<file path="config.mk">
export PLATFORM = sky130hd
export DESIGN_NAME = xgmii_packet_loopback_tester
export DESIGN_NICKNAME = d
export VERILOG_FILES = /design/src/verilog/loopback_pkg.sv /design/src/verilog/xgmii_packet_loopback_tester.sv
export VERILOG_INCLUDE_DIRS = /design/src /design/src/verilog
export SDC_FILE = /design/constraint.sdc
export NUM_CORES = 1
export LEC_CHECK = 0
export BUFFER_PORTS_ARGS = -buffer_cell sky130_fd_sc_hd__buf_2
export CORE_UTILIZATION = 40
export CTS_CLUSTER_DIAMETER = 80
export CTS_CLUSTER_SIZE = 10
export DETAILED_ROUTE_END_ITERATION = 10
export HOLD_SLACK_MARGIN = 0.12
export PLACE_DENSITY = 0.71
export SKIP_CTS_REPAIR_TIMING = 1
export SYNTH_ARGS = -nofsm -noshare
export SYNTH_HDL_FRONTEND = slang
export SYNTH_SLANG_ARGS = --single-unit
</file>
<file path="constraint.sdc">
create_clock -name pclk -period 4.62 [get_ports pclk]
set_input_delay 0.231 -clock pclk [delete_from_list [all_inputs] [get_ports pclk]]
set_output_delay 0.231 -clock pclk [all_outputs]
set_load 0.02 [all_outputs]
</file>
<file path="src/verilog/loopback_cfg.svh">
`ifndef LOOPBACK_CFG_SVH
`define LOOPBACK_CFG_SVH

// Register byte offsets
`define REG_CTRL 12'h000
`define REG_STATUS 12'h004
`define REG_ERR_COUNT 12'h008
`define REG_IRQ_STATUS 12'h00c
`define REG_IRQ_MASK 12'h010

// Control register bits (write one to act)
`define CTRL_START 0
`define CTRL_STOP 1
`define CTRL_ERR_INSERT 2
`define CTRL_ERR_CLEAR 3

// Status register bits
`define STAT_SYNCED 0
`define STAT_ALIGNED 1
`define STAT_TX_ACTIVE 2
`define STAT_RX_VALID 3
`define STAT_MATCH 4
`define STAT_ERR_FLAG 5

// Interrupt status and mask bits
`define IRQ_W 3
`define IRQ_ERROR 0
`define IRQ_RX_VALID 1
`define IRQ_ALIGN_LOST 2
`define IRQ_MASK_RESET 3'h0

// Character codes on the parallel side of the link
`define CHAR_IDLE 8'h07
`define CHAR_START 8'hfb
`define CHAR_TERM 8'hfd
`define CHAR_PREAMBLE 8'h55
`define CHAR_SFD 8'hd5
`define CTRL_ALL 8'hff
`define CTRL_START_LANE 8'h01
`define CTRL_NONE 8'h00

// Packet shape, in 64-bit words
`define PAYLOAD_WORDS 8
`define GAP_WORDS 12

`endif

</file>
<file path="src/verilog/loopback_pkg.sv">
package loopback_pkg;

  typedef struct packed {
    logic [63:0] data;
    logic [7:0] ctrl;
  } xgmii_word_type;

  typedef enum logic {
    CTL_IDLE = 1'b0,
    CTL_RUN = 1'b1
  } ctl_state_type;

  typedef enum logic [1:0] {
    GEN_GAP = 2'b00,
    GEN_START = 2'b01,
    GEN_PAYLOAD = 2'b11,
    GEN_TERM = 2'b10
  } gen_state_type;

  typedef enum logic [1:0] {
    DET_SEARCH = 2'b00,
    DET_ONE = 2'b01,
    DET_VALID = 2'b11
  } det_state_type;

  typedef struct packed {
    logic start;
    logic stop;
    logic err_insert;
  } button_type;

endpackage : loopback_pkg

</file>
<file path="src/verilog/xgmii_packet_loopback_tester.sv">
// Design decisions made here: the placing of the registers and the APB slave port.
`timescale 1ns/1ps
`include "loopback_cfg.svh"

module xgmii_packet_loopback_tester #(
  parameter int PAYLOAD_WORDS = `PAYLOAD_WORDS,
  parameter int GAP_WORDS = `GAP_WORDS
) (
  input wire logic pclk,
  input wire logic presetn,
  input wire logic clk_en,
  input wire logic psel,
  input wire logic penable,
  input wire logic pwrite,
  input wire logic [11:0] paddr,
  input wire logic [31:0] pwdata,
  output logic [31:0] prdata,
  output logic pready,
  output logic pslverr,
  output logic irq,
  output loopback_pkg::xgmii_word_type tx_word,
  input wire loopback_pkg::xgmii_word_type rx_word,
  input wire logic [3:0] lane_sync,
  input wire logic lanes_aligned,
  input wire logic start_button,
  input wire logic stop_button,
  input wire logic err_insert_button,
  output logic lanes_synced_indicator,
  output logic lanes_aligned_indicator,
  output logic rx_valid_indicator,
  output logic tx_active_indicator,
  output logic match_indicator,
  output logic error_indicator
);

  typedef struct packed {
    logic [3:0] sync1;
    logic [3:0] sync2;
    logic align1;
    logic align2;
    loopback_pkg::button_type btn1;
    loopback_pkg::button_type btn2;
    loopback_pkg::button_type btn3;
    loopback_pkg::ctl_state_type ctl;
    loopback_pkg::gen_state_type gen;
    logic [7:0] gen_cnt;
    logic [7:0] pay_cnt;
    logic ins_armed;
    loopback_pkg::xgmii_word_type tx;
    loopback_pkg::xgmii_word_type rx_q;
    loopback_pkg::det_state_type det;
    logic rx_in_pkt;
    logic [7:0] exp_cnt;
    logic exp_seeded;
    logic checked;
    logic match;
    logic err_flag;
    logic [31:0] err_cnt;
    logic synced_led;
    logic aligned_led;
    logic rx_valid_led;
    logic tx_active_led;
    logic [`IRQ_W-1:0] irq_status;
    logic [`IRQ_W-1:0] irq_mask;
    logic irq;
    logic pready;
    logic pslverr;
    logic [31:0] prdata;
  } state_type;

  function automatic loopback_pkg::xgmii_word_type char_word(input logic [7:0] lane0,
                                                             input logic [7:0] rest,
                                                             input logic [7:0] ctrl);
    loopback_pkg::xgmii_word_type w;
    w.data = {{7{rest}}, lane0};
    w.ctrl = ctrl;
    return w;
  endfunction : char_word

  function automatic loopback_pkg::xgmii_word_type idle_word();
    return char_word(`CHAR_IDLE, `CHAR_IDLE, `CTRL_ALL);
  endfunction : idle_word

  // Start character in lane 0, preamble, then the frame delimiter in lane 7
  function automatic loopback_pkg::xgmii_word_type start_word();
    loopback_pkg::xgmii_word_type w;
    w.data = {`CHAR_SFD, {6{`CHAR_PREAMBLE}}, `CHAR_START};
    w.ctrl = `CTRL_START_LANE;
    return w;
  endfunction : start_word

  // Shared by the transmit and the expected generator, so both agree exactly
  function automatic logic [63:0] payload_data(input logic [7:0] cnt);
    return {8{cnt}};
  endfunction : payload_data

  // Saturates so that a long burst never wraps back to a small count
  function automatic logic [31:0] sat_inc(input logic [31:0] v);
    return (&v) ? v : v + 32'h1;
  endfunction : sat_inc

  function automatic state_type reset_value();
    state_type r;
    r = '0;
    r.tx = idle_word();
    r.irq_mask = `IRQ_MASK_RESET;
    return r;
  endfunction : reset_value

  localparam state_type RESET_STATE = reset_value();
  localparam logic [7:0] GAP_LAST = 8'(GAP_WORDS - 1);
  localparam logic [7:0] PAYLOAD_LAST = 8'(PAYLOAD_WORDS - 1);

  state_type st;
  state_type next_st;

  always_comb begin
    logic setup;
    logic wr;
    logic mapped;
    logic [31:0] rd;
    logic [31:0] wdata;
    logic [`IRQ_W-1:0] irq_set;
    logic [`IRQ_W-1:0] irq_clr;
    loopback_pkg::button_type press;
    logic sw_start;
    logic sw_stop;
    logic sw_ins;
    logic sw_clr;
    logic lanes_ready;
    logic is_start;
    logic is_payload;
    logic err_event;
    setup = 1'b0;
    wr = 1'b0;
    mapped = 1'b0;
    rd = 32'h0;
    wdata = pwdata;
    irq_set = '0;
    irq_clr = '0;
    press = '0;
    sw_start = 1'b0;
    sw_stop = 1'b0;
    sw_ins = 1'b0;
    sw_clr = 1'b0;
    lanes_ready = 1'b0;
    is_start = 1'b0;
    is_payload = 1'b0;
    err_event = 1'b0;
    next_st = st;

    // Pins from outside the clock domain pass two flops before use
    next_st.sync1 = lane_sync;
    next_st.sync2 = st.sync1;
    next_st.align1 = lanes_aligned;
    next_st.align2 = st.align1;
    next_st.btn1 = '{start: start_button, stop: stop_button, err_insert: err_insert_button};
    next_st.btn2 = st.btn1;
    next_st.btn3 = st.btn2;
    // Buttons act on the rising edge only; holding one down does not repeat it
    press = st.btn2 & ~st.btn3;

    // Register bus: answer in the access cycle that follows every setup taken with the clock enable high
    // Read data is taken at setup; the master holds the address through the access
    // Unmapped or unaligned offsets answer with an error, read zero and ignore writes
    setup = psel && !penable;
    wr = psel && penable && st.pready && pwrite;
    mapped = (paddr == `REG_CTRL) || (paddr == `REG_STATUS) || (paddr == `REG_ERR_COUNT) ||
             (paddr == `REG_IRQ_STATUS) || (paddr == `REG_IRQ_MASK);
    unique case (paddr)
      `REG_STATUS: begin
        rd[`STAT_SYNCED] = st.synced_led;
        rd[`STAT_ALIGNED] = st.aligned_led;
        rd[`STAT_TX_ACTIVE] = st.tx_active_led;
        rd[`STAT_RX_VALID] = st.rx_valid_led;
        rd[`STAT_MATCH] = st.match;
        rd[`STAT_ERR_FLAG] = st.err_flag;
      end
      `REG_ERR_COUNT: rd = st.err_cnt;
      `REG_IRQ_STATUS: rd[`IRQ_W-1:0] = st.irq_status;
      `REG_IRQ_MASK: rd[`IRQ_W-1:0] = st.irq_mask;
      default: rd = 32'h0;
    endcase
    next_st.pready = setup;
    next_st.pslverr = setup && !mapped;
    next_st.prdata = (setup && !pwrite) ? rd : 32'h0;
    if (wr && paddr == `REG_CTRL) begin
      sw_start = wdata[`CTRL_START];
      sw_stop = wdata[`CTRL_STOP];
      sw_ins = wdata[`CTRL_ERR_INSERT];
      sw_clr = wdata[`CTRL_ERR_CLEAR];
    end
    if (wr && paddr == `REG_IRQ_STATUS) begin
      irq_clr = wdata[`IRQ_W-1:0];
    end
    if (wr && paddr == `REG_IRQ_MASK) begin
      next_st.irq_mask = wdata[`IRQ_W-1:0];
    end

    // Control block
    next_st.synced_led = &st.sync2;
    next_st.aligned_led = st.align2;
    lanes_ready = (&st.sync2) && st.align2;
    unique case (st.ctl)
      loopback_pkg::CTL_IDLE: begin
        if ((press.start || sw_start) && lanes_ready) begin
          next_st.ctl = loopback_pkg::CTL_RUN;
        end
      end
      loopback_pkg::CTL_RUN: begin
        // Losing alignment stops the test rather than sending into a broken link
        if (press.stop || sw_stop || !st.align2) begin
          next_st.ctl = loopback_pkg::CTL_IDLE;
        end
      end
    endcase
    next_st.tx_active_led = (next_st.ctl == loopback_pkg::CTL_RUN);
    // The aligned indicator lags by one flop, so loss of alignment is a one-cycle event
    if (st.align2 == 1'b0 && st.aligned_led == 1'b1) begin
      irq_set[`IRQ_ALIGN_LOST] = 1'b1;
    end

    // Transmit generator
    if (press.err_insert || sw_ins) begin
      next_st.ins_armed = 1'b1;
    end
    if (st.ctl != loopback_pkg::CTL_RUN) begin
      next_st.gen = loopback_pkg::GEN_GAP;
      next_st.gen_cnt = 8'h0;
      next_st.tx = idle_word();
    end else begin
      unique case (st.gen)
        loopback_pkg::GEN_GAP: begin
          next_st.tx = idle_word();
          // Counter restarts at zero on entry, so every gap has the same length
          if (st.gen_cnt >= GAP_LAST) begin
            next_st.gen = loopback_pkg::GEN_START;
            next_st.gen_cnt = 8'h0;
          end else begin
            next_st.gen_cnt = st.gen_cnt + 8'h1;
          end
        end
        loopback_pkg::GEN_START: begin
          next_st.tx = start_word();
          next_st.gen = loopback_pkg::GEN_PAYLOAD;
        end
        loopback_pkg::GEN_PAYLOAD: begin
          next_st.tx.data = payload_data(st.pay_cnt);
          next_st.tx.ctrl = `CTRL_NONE;
          if (st.ins_armed) begin
            next_st.tx.data[0] = ~next_st.tx.data[0];
            // A request landing on the flip cycle stays armed for the next word
            next_st.ins_armed = press.err_insert || sw_ins;
          end
          // Runs on across packets and stops, so the receiver can lock onto any phase
          next_st.pay_cnt = st.pay_cnt + 8'h1;
          if (st.gen_cnt >= PAYLOAD_LAST) begin
            next_st.gen = loopback_pkg::GEN_TERM;
            next_st.gen_cnt = 8'h0;
          end else begin
            next_st.gen_cnt = st.gen_cnt + 8'h1;
          end
        end
        loopback_pkg::GEN_TERM: begin
          // Terminate in lane 0, idle in the other seven
          next_st.tx = char_word(`CHAR_TERM, `CHAR_IDLE, `CTRL_ALL);
          next_st.gen = loopback_pkg::GEN_GAP;
        end
      endcase
    end

    // Receive side: the transceiver word shares this clock, one pipeline stage
    next_st.rx_q = rx_word;
    is_start = (st.rx_q == start_word());
    is_payload = st.rx_in_pkt && (st.rx_q.ctrl == `CTRL_NONE);
    // Any control character ends a packet, so a cut frame never runs into the next
    if (is_start) begin
      next_st.rx_in_pkt = 1'b1;
    end else if (st.rx_q.ctrl != `CTRL_NONE) begin
      next_st.rx_in_pkt = 1'b0;
    end
    unique case (st.det)
      loopback_pkg::DET_SEARCH: begin
        if (is_start) begin
          next_st.det = loopback_pkg::DET_ONE;
        end
      end
      loopback_pkg::DET_ONE: begin
        if (is_start) begin
          next_st.det = loopback_pkg::DET_VALID;
          irq_set[`IRQ_RX_VALID] = 1'b1;
        end
      end
      loopback_pkg::DET_VALID: begin
        next_st.det = loopback_pkg::DET_VALID;
      end
      default: begin
        next_st.det = loopback_pkg::DET_SEARCH;
      end
    endcase
    next_st.rx_valid_led = (next_st.det == loopback_pkg::DET_VALID);

    // Expected generator and comparator
    // A word lost by the link shifts the phase, and every later word then fails
    next_st.checked = 1'b0;
    if (st.det == loopback_pkg::DET_VALID && is_payload) begin
      if (!st.exp_seeded) begin
        // The first payload word after valid sets the phase; it is not checked
        next_st.exp_seeded = 1'b1;
        next_st.exp_cnt = st.rx_q.data[7:0] + 8'h1;
      end else begin
        next_st.checked = 1'b1;
        next_st.match = (st.rx_q.data == payload_data(st.exp_cnt));
        next_st.exp_cnt = st.exp_cnt + 8'h1;
      end
    end

    // Error flag and counter; a fresh error wins over a software clear
    err_event = st.checked && !st.match && st.rx_valid_led;
    if (sw_clr) begin
      next_st.err_flag = 1'b0;
      next_st.err_cnt = 32'h0;
    end
    if (err_event) begin
      next_st.err_flag = 1'b1;
      next_st.err_cnt = sw_clr ? 32'h1 : sat_inc(st.err_cnt);
      irq_set[`IRQ_ERROR] = 1'b1;
    end

    // Sticky interrupt bits, write one to clear, set beats clear
    next_st.irq_status = (st.irq_status & ~irq_clr) | irq_set;
    next_st.irq = |(next_st.irq_status & next_st.irq_mask);
  end

  // A low clock enable also holds the bus answer; a setup or write edge that falls while it is low is missed, not delayed
  always_ff @(posedge pclk or negedge presetn) begin
    if (!presetn) begin
      st <= RESET_STATE;
    end else if (clk_en) begin
      st <= next_st;
    end
  end

  // Every output is a field of the state register, so none has a logic path
  assign prdata = st.prdata;
  assign pready = st.pready;
  assign pslverr = st.pslverr;
  assign irq = st.irq;
  assign tx_word = st.tx;
  assign lanes_synced_indicator = st.synced_led;
  assign lanes_aligned_indicator = st.aligned_led;
  assign rx_valid_indicator = st.rx_valid_led;
  assign tx_active_indicator = st.tx_active_led;
  assign match_indicator = st.match;
  assign error_indicator = st.err_flag;

endmodule : xgmii_packet_loopback_tester

</file>
== Word level (Yosys, flattened, before mapping) ==
Cells that the tools add are included.
Word-level totals
  input port bits: 130
  register bits: 274
  word-level logic and storage cells: 161
  output and inout bits: 113
Operators by class
  muxes and demuxes: 43
  equality and inequality tests: 16
  add/subtract/negate cells: 5
  order comparisons: 2
  bitwise gates (word level): 9
  reductions and logical operators: 47
Operators by type and width (number)
  $pmux W72 S4: 1
  $mux W32: 3
  $eq A72 B72 Y1 const B: 1
  $mux W72: 1
  $mux W33: 2
  $eq A64 B64 Y1: 1
  $add A32 B1 Y32 const B: 1
  $add A8 B1 Y8 const B: 4
  $reduce_and A32 Y1: 1
  $mux W26: 1
  $eq A12 B4 Y1 const B: 2
  $mux W8: 3
  $mux W1: 17
  $logic_and A1 B1 Y1: 16
  $pmux W8 S2: 1
  $eq A12 B3 Y1 const B: 1
  $eq A12 B5 Y1 const B: 1
  $logic_not A12 Y1: 1
  $mux W2: 6
  $pmux W3 S4: 1
  $reduce_and A3 Y1: 4
  $mux W10: 1
  $and A3 B3 Y3: 3
  $eq A2 B2 Y1 const B: 4
  other kinds (23): 45

== Logic depth before layout (Yosys ltp) ==
Gate-level depths: netlist of run 1.
  depth in word-level cells: 10
  gate-level depth with buffers: 9
  mapped depth without buffers: 8

== Least setup slack after synthesis of run 1 ==
Ideal clock, no wire load.
  path kind: reg-to-reg
  from: reg st[45] in the netlist's numbering
  to: reg st[65] in the netlist's numbering
  setup slack: 2528 ps
  clock period less this slack: 2092 ps
  stages on the path, launching flop included: 8
  data required time: 4538 ps
  buffers on the path: 0
  arrival: 2010 ps
  library setup time: 82 ps
  cell sequence: dfrtp_1 -> ha_1 -> and4_1 -> and3_1 -> and4_1 -> nor3_1 -> a41oi_1 -> a31oi_1
On the way
  longest elaborated chain between the ends: 4
  elaborated cells between the ends (all ways): 7
  those cells by class: 1 x add/sub; 1 x eq/ne; 3 x mux; 2 x reduce/logical
RTL lines
  start, declared: line xgmii_packet_loopback_tester.sv:114  | state_type st;
  start signal, assigned: line xgmii_packet_loopback_tester.sv:340  | st <= next_st;
  $add A32 B1 Y32: line xgmii_packet_loopback_tester.sv:99  | return (&v) ? v : v + 32'h1;
  $mux W32: line xgmii_packet_loopback_tester.sv:99
  $mux W32: line xgmii_packet_loopback_tester.sv:326  | next_st.err_cnt = sw_clr ? 32'h1 : sat_inc(st.err_cnt);
  $mux W33: line xgmii_packet_loopback_tester.sv:324  | if (err_event) begin
Parallel ways exist; a longest one is shown, timed or not. The select of a mux whose other input is x is not followed.
A chain may end at the register's enable or synchronous reset.

== Worst setup path in the final report of run 1 ==
Same ends and word-level chain as after synthesis.

==> results of run 1 <==
## through the flow
stage | cells | hold slack [ns]
global route | 1678 | 0.1217
finish | 1678 | 0.1341
global placement | 1550 | 0.3758
detailed placement | 1550 | 0.3744
CTS | 1592 | -0.1818
floorplan | 1107 | -0.06459
## registers in the layout (all words and copies together) (netlist names), 12 cells and up
signal	flops
prdata	32
next_st	12
tx_word	19
st	149
## worst paths after layout
| path | cells past startpoint | slack, ns | to |
|---|---|---|---|
| worst min register to register | 2 | 0.49 | st[89] |
| worst min-delay path | 4 | 0.13 | pslverr |
| worst max-delay path | 7 | 2.01 | st[65] |
| min in group asynchronous | 2 | 0.36 | st[138] |
| worst max register to register | 7 | 2.01 | st[65] |
| max in group asynchronous | 3 | 3.11 | st[64] |
## where the power goes
| group | total (mW) | internal (mW) | switching, mW |
|---|---|---|---|
| logic | 0.398 | 0.211 | 0.187 |
| registers | 2.13 | 2.03 | 0.100 |
| clock network | 1.85 | 1.07 | 0.783 |
## area by class of cell
| cell class | instances | area [sq um] |
|---|---|---|
| Clock buffer | 40 | 723.2 |
| Clock inverter | 2 | 23.77 |
| Fill cell | 2507 | 14320 |
| Inverter | 58 | 217.7 |
| Multi-Input combinational cell | 674 | 4564 |
| Sequential cell | 221 | 5540 |
| Tap cell | 378 | 473.0 |
| Timing Repair Buffer | 305 | 1998 |
## layout by cell type (no fill, tap or decap), types with 17 or more instances in the layout
| cell type | Yosys | final |
|---|---|---|
| nor2_1 | 42 | 42 |
| mux2_2 | 104 | 104 |
| nand2_1 | 86 | 86 |
| o211ai_1 | 17 | 17 |
| buf_2 | 9 | 212 |
| o21ai_0 | 61 | 61 |
| clkbuf_16 | 0 | 26 |
| and3_1 | 21 | 21 |
| nor3_1 | 24 | 24 |
| dlygate4sd3_1 | 0 | 86 |
| inv_1 | 58 | 58 |
| nand3_1 | 44 | 44 |
| nand4_1 | 28 | 28 |
| a21oi_1 | 35 | 35 |
| dfrtp_1 | 213 | 213 |
## per-layer routing
layer,vias up,part of all wire,track usage
met2,267,0.49,0.2926
met4,0,0.021,0.04857
met3,41,0.049,0.03651
met1,4238,0.44,0.2410
li1,4190,-,-
met5,-,0,0
## cell families (layout without fill, tap and decap cells)
| group | after synthesis | after routing | share of synthesized area |
|---|---|---|---|
| and+or+nand+nor | 332 | 332 | 0.1562 |
| DFF | 221 | 221 | 0.4888 |
| buffers and inverters | 212 | 405 | 0.1084 |
| AOI/OAI and AO/OA | 199 | 199 | 0.1107 |
| muxes | 113 | 113 | 0.1113 |
| xor gates and xnor gates | 26 | 26 | 0.02009 |
| adders and majority gates | 4 | 4 | 0.004416 |
## worst max-delay path, cell delays in order (launching register included)
cell	delay, ns
dfrtp_1	0.42
ha_1	0.24
and4_1	0.25
and3_1	0.27
and4_1	0.27
nor3_1	0.68
a41oi_1	0.22
a31oi_1	0.17
==> metrics.md, run 1 <==
| Metric | Value |
|---|---|
| Status | complete, no violations |
| Post-route cell area | about 0.014 sq mm |
| First-pass GRT wire length | 41930 um |
| Max Freq | 382.7 MHz |
| Clock skew | 0.01553 ns |
| Vias | between 8000 and 9000 |
| Clk_lat worst skew | 0.53 ns |
| Die height | 170.3 um |
| Crit start category | register |
| Vias in the first global route | 7928 |
| Overall Global Routing Usage | 0.1792 |
| Yosys top cell area share | 0.4703 |
| DP HPWL | 18030 um |
| Slew @ Worst Pin | 0.9984 ns |
| Longest Clk Path Bufs | 3 |
| CTS Sinks | around 220 |
| Clk pin slew, worst setup/hold paths | 0.06 ns |
| Final period util | 0.5656 |
| Layout cells sized above 1 | 0.2869 |
| GPL Wtd Cong | 0.8682 |
| Final Total Pwr | around 4.4 mW |
| # IOs | about 240 |
| CTS root buf | clkbuf_16 |
| Post-synth top cells | 213 x dfrtp_1, 106 x buf_4, 104 x mux2_2 |
| Initial core utilization | 0.4068 |
| Antenna cells | 0 |
| Vias per cell | 5.206 |
| Post-DRT Antenna Nets | 0 |
| Max-slew headroom | 0.3344 |
| Reg2reg start | st[45] |
| Placement Rows | 61 |
| Max IR drop VDD | 0.0002711 V |
| Crit path time final | about 2.6 ns |
| Syn Std Cell Area | 0.01133 sq mm |
| Synth warn | 0 |
| Routed wire length | 27500 um |
| Post-synth top area cell | dfrtp_1 |
| Core area | 0.02786 sq mm |
| Iteration-0 DRC Markers | 611 |
| HP Start | psel |
| Syn-to-layout area delta | 19.47% |
| Largest fanout on the critical path | 7 |
| Critical path arrival | 3.06 ns |
| CTS tree | yes |
| Final setup fails | 0 |
| Fin. max-slew vios | 0 |
| Critical path class | register to register |
| Hold Crit Class | primary input to register |
| Final Hold Fails | 0 |
| Initial antenna violation count | 0 |
| Setup TNS | 0 ns |
| Leakage power figure | 6.017 nW |
| Total Nets Final | 1420 |
| Initial DRT Pass Iterations | 5 |
| Largest net degree at the start of global routing | 115 |
| Grt total ovfl | 0 |
| Syn Inst Count | 1107 |
| Library cells used by synthesis | 64 |
| Die Area | 0.02901 sq mm |
| Syn Area/Cell | 10.24 sq um |
| Top post-synthesis cells by area | dfrtp_1 47%, mux2_2 10%, buf_4 7.0% |
| Wire length per cell | 16.39 um |
| CTS H-Tree Depth | 1 |
| Final Util | 0.4861 |
| Crit path from | st[45] |
| Max-cap viol count | 0 |
| Register area share after synthesis | 0.4888 |
| Die width | approximately 170 um |
| DRC violations left | 0 |
| Total CTS buffers | 26 |
| Post-place setup slack | slightly below 2 ns |
| Mapped Nets | 1241 |
| Top FF cell, synth | dfrtp_1 |
| Cell Area, Placed | 0.01193 sq mm |
| CP required | 5.06 ns |
| Top-count cell post-synth | dfrtp_1 |
| Port Buf Inserts | 214 |
| Post-synthesis register bit count | 221 |
| Pwr per Cell Area | between 300 and 400 mW/mm^2 |
| CP endpoint kind | register |
| RSZ-0062 raised after global routing | no |
| Ys async rst share | 1.000 |
| Final WS setup | approximately 2 ns |
| EDFF count, synth | 0 |
Power figures use the tool's default switching activity.
==> run 2, diff against run 1 <==
Settings changed: ABC_AREA from default to 1, PLACE_DENSITY 0.71 to 0.7.
Clock period 4.62 ns to 2.42 ns, I/O delays scaled along.
==> run 2 against run 1 <==
Compared with the run above:
- highest routed layer unchanged
- routed wire length increased by 21%
- clock-buffer cell count shrank 1
- power increased by 93%
- synthesized cell count up 41%
- cell count up 29%
- clock power rose by 89%
- non-clock buffer count up 26
==> metrics.md, run 2 <==
| Metric | Value |
|---|---|
| Status | complete, no violations |
| Synth warn | 0 (unchanged) |
| Longest Clk Path Bufs | 3 (unchanged) |
| Max Freq | 462.2 MHz (+21%) |
| Most frequent CP cell | nand2_1 |
| Final period util | 0.8941 (+0.3286) |
| Vias in the first global route | 9923 (+25%) |
| Final WS setup | 0.2562 ns (-1.751 ns) |
| Register bank with the most flops | st |
| CTS H-Tree Depth | 1 (unchanged) |
| Fin. max-slew vios | 0 (unchanged) |
| Final setup fails | 0 (unchanged) |
| Largest net degree at the start of global routing | 74 (-36%) |
| DP HPWL | 23400 um (+30%) |
| Clock skew | 0.02191 ns (+0.006386 ns) |
| Antenna cells | 0 (unchanged) |
| GPL Wtd Cong | 0.9101 (+4.8%) |
| Max-cap viol count | 0 (unchanged) |
| Commonest non-fill, non-tap cell in the layout | nand2_1 |
| Post-synth top area cell | dfrtp_1 |
| Grt total ovfl | 0 (unchanged) |
| Crit path time final | 2.164 ns (-0.4491 ns) |
| Post-synth top cells | 502 x nand2_1, 213 x dfrtp_1, 132 x inv_1 |
| Die Area | 0.03089 sq mm (+6.5%) |
| Final Hold Fails | 0 (unchanged) |
| Ys async rst share | 1.000 (unchanged) |
| EDFF count, synth | 0 (unchanged) |
| Total Nets Final | 1895 (+33%) |
| Layout cells sized above 1 | 0.1743 (-0.1126) |
| CP cell instances | ha_1 -> nand2_1 -> nor2_1 -> nand4_1 -> nor2_1 -> nand2_1 -> nand3_4 -> buf_4 -> nand2_1 -> o21ai_0 |
| Slew @ Worst Pin | 0.7987 ns (-0.1997 ns) |
| # IOs | 243 (unchanged) |
| Setup TNS | 0 ns (unchanged) |
| Critical path arrival | 2.60 ns (-0.46 ns) |
| Initial core utilization | 0.4075 (+0.0006368) |
| CP required | 2.85 ns (-2.21 ns) |
| Largest fanout on the critical path | 22 (+15) |
| CTS root buf | clkbuf_16 |
| Overall Global Routing Usage | 0.2082 (+0.02902) |
| Post-synthesis register bit count | 221 (unchanged) |
| Wire length per cell | 15.35 um (-6.4%) |
| Top post-synthesis cells by area | dfrtp_1 44%, nand2_1 16%, buf_4 6.5% |
| Top FF cell, synth | dfrtp_1 |
| Initial DRT Pass Iterations | 6 (+1) |
| CP endpoint kind | register |
| Placement Rows | 63 (+3.3%) |
| Fill cell count | 2866 (+14%) |
| Hold Crit Class | primary input to async pin |
| Core area | 0.02964 sq mm (+6.4%) |
| First-pass GRT wire length | 51400 um (+23%) |
| CTS Sinks | 221 (unchanged) |
| Reg-to-reg critical path endpoint | st[73] |
| CTS tree | yes |
| Crit start category | register |
| Slowest CP cell | dfrtp_1 |
| Register area share after synthesis | 0.4588 (-0.03008) |
| Pwr per Cell Area | 582.2 mW/mm^2 (+80%) |
| Initial antenna violation count | 0 (unchanged) |
| Total CTS buffers | 26 (unchanged) |
| Reg2Reg Depth | 10 (+3) |
| Library cells used by synthesis | 36 (-44%) |
| Yosys top cell area share | 0.4414 (-0.02894) |
| Vias per cell | 5.017 (-3.6%) |
| Reg2reg start | st[45] |
| Die width | 175.8 um (+3.2%) |
| Commonest non-fill, non-tap cells in the layout | 502 x nand2_1, 213 x dfrtp_1, 212 x buf_2 |
| Syn-to-layout area delta | 19.94% |
| Syn Std Cell Area | 0.01208 sq mm (+6.6%) |
| Port Buf Inserts | 214 (unchanged) |
| Syn Area/Cell | 7.727 sq um (-25%) |
| Clk pin slew, worst setup/hold paths | 0.06 ns (about the same) |
| Iteration-0 DRC Markers | 878 (+44%) |
| Max IR drop VDD | 0.0004255 V (+57%) |
| Routed wire length | 33200 um (+21%) |
| Top-count cell post-synth | nand2_1 |
| Final Util | 0.4887 (+0.002674) |
| Max FFs per register | 149 (unchanged) |
| Max-slew headroom | 0.4626 (+0.1282) |
| Clk_lat worst skew | 0.52 ns (about the same) |
| Critical path class | register to register |
| Mapped Nets | 1697 (+37%) |
| DRC violations left | 0 (unchanged) |
| Syn Inst Count | 1563 (+41%) |
| Die height | 175.8 um (+3.2%) |
| Vias | 10850 (+24%) |
| Post-DRT Antenna Nets | 0 (unchanged) |
| RSZ-0062 raised after global routing | no |
| Leakage power figure | 6.925 nW (+15%) |
| Post-place setup slack | 0.3360 ns (-1.633 ns) |
| Crit-path max cell delay | 0.45 ns (-0.23 ns) |
| R2R Setup Slk | 0.26 ns (-1.75 ns) |
## run 2: changes by cell type after synthesis, moves of 13 or more
cell | before | now
nor4_1 | 14 | 1
nand2_1 | 86 | 502
a21oi_1 | 35 | 10
o21ai_0 | 61 | 117
mux2_2 | 104 | 0
xnor2_1 | 11 | 39
nor2_1 | 42 | 127
nand4_1 | 28 | 49
inv_1 | 58 | 132
nand3_1 | 44 | 65
o21ai_2 | 0 | 13
o211ai_1 | 17 | 0
and3_1 | 21 | 0
## run 2: layer usage
metal	vias up	global-route usage	part of all wire
li1	5271	-	-
met1	5154	0.2851	0.44
met2	356	0.3384	0.47
met3	71	0.03268	0.062
met4	0	0.06232	0.029
met5	-	0	0
## run 2: logic make-up (layout without fill, tap and decap cells)
| group | after synthesis | after routing | synth area share |
|---|---|---|---|
| fa+ha+maj | 4 | 4 | 0.004144 |
| flops | 221 | 221 | 0.4588 |
| buf+inv | 296 | 506 | 0.1293 |
| compound gates | 183 | 183 | 0.08703 |
| simple gates | 793 | 793 | 0.2729 |
| xor+xnor | 66 | 66 | 0.04787 |
## run 2: critical path: cells and delay by family, from the launching register on
family          cells  cell delay (ns)
flops               1             0.45
buf+inv             1             0.28
compound gates      1             0.08
fa+ha+maj           1             0.27
simple gates        7             0.99
## run 2: worst max-delay path by stage
stage / startpoint / to / slack (ns) / cells past startpoint
after floorplan: st[45] / st[56] / 0.72 / 9
after global placement: st[45] / st[65] / 0.38 / 8
after detailed placement: st[45] / st[74] / 0.34 / 10
after CTS: st[45] / st[73] / 0.30 / 10
after global routing: st[45] / st[73] / 0.008 / 10
final: st[45] / st[73] / 0.26 / 10
## run 2: final cells by class
class                      count  area, sq um  area share
multi-input combinational   1046         4980      0.3438
clock buffer                  39        720.7     0.04975
sequential                   221         5540      0.3825
clock inverter                 1        8.758   0.0006046
tap                          390        488.0     0.03369
inverter                     135        508.0     0.03507
timing repair buffer         331         2240      0.1546
## run 2: where the power goes
| part | internal, mW | total, mW | switching (mW) |
|---|---|---|---|
| clock | 2.02 | 3.49 | 1.46 |
| sequential | 3.89 | 4.05 | 0.158 |
| combinational | 0.379 | 0.899 | 0.519 |
## run 2: per-stage QoR
stage	hold slack (ns)	std cells	power (mW)	cell area [sq um]
final	0.1463	2163	8.434	14490
after global routing	0.1857	2163	8.811	14490
after CTS	-0.4318	2072	8.422	13570
after detailed placement	0.1257	2032	4.891	12840
after global placement	0.1309	2032	4.870	12840
after floorplan	-0.1746	1563	4.565	12080
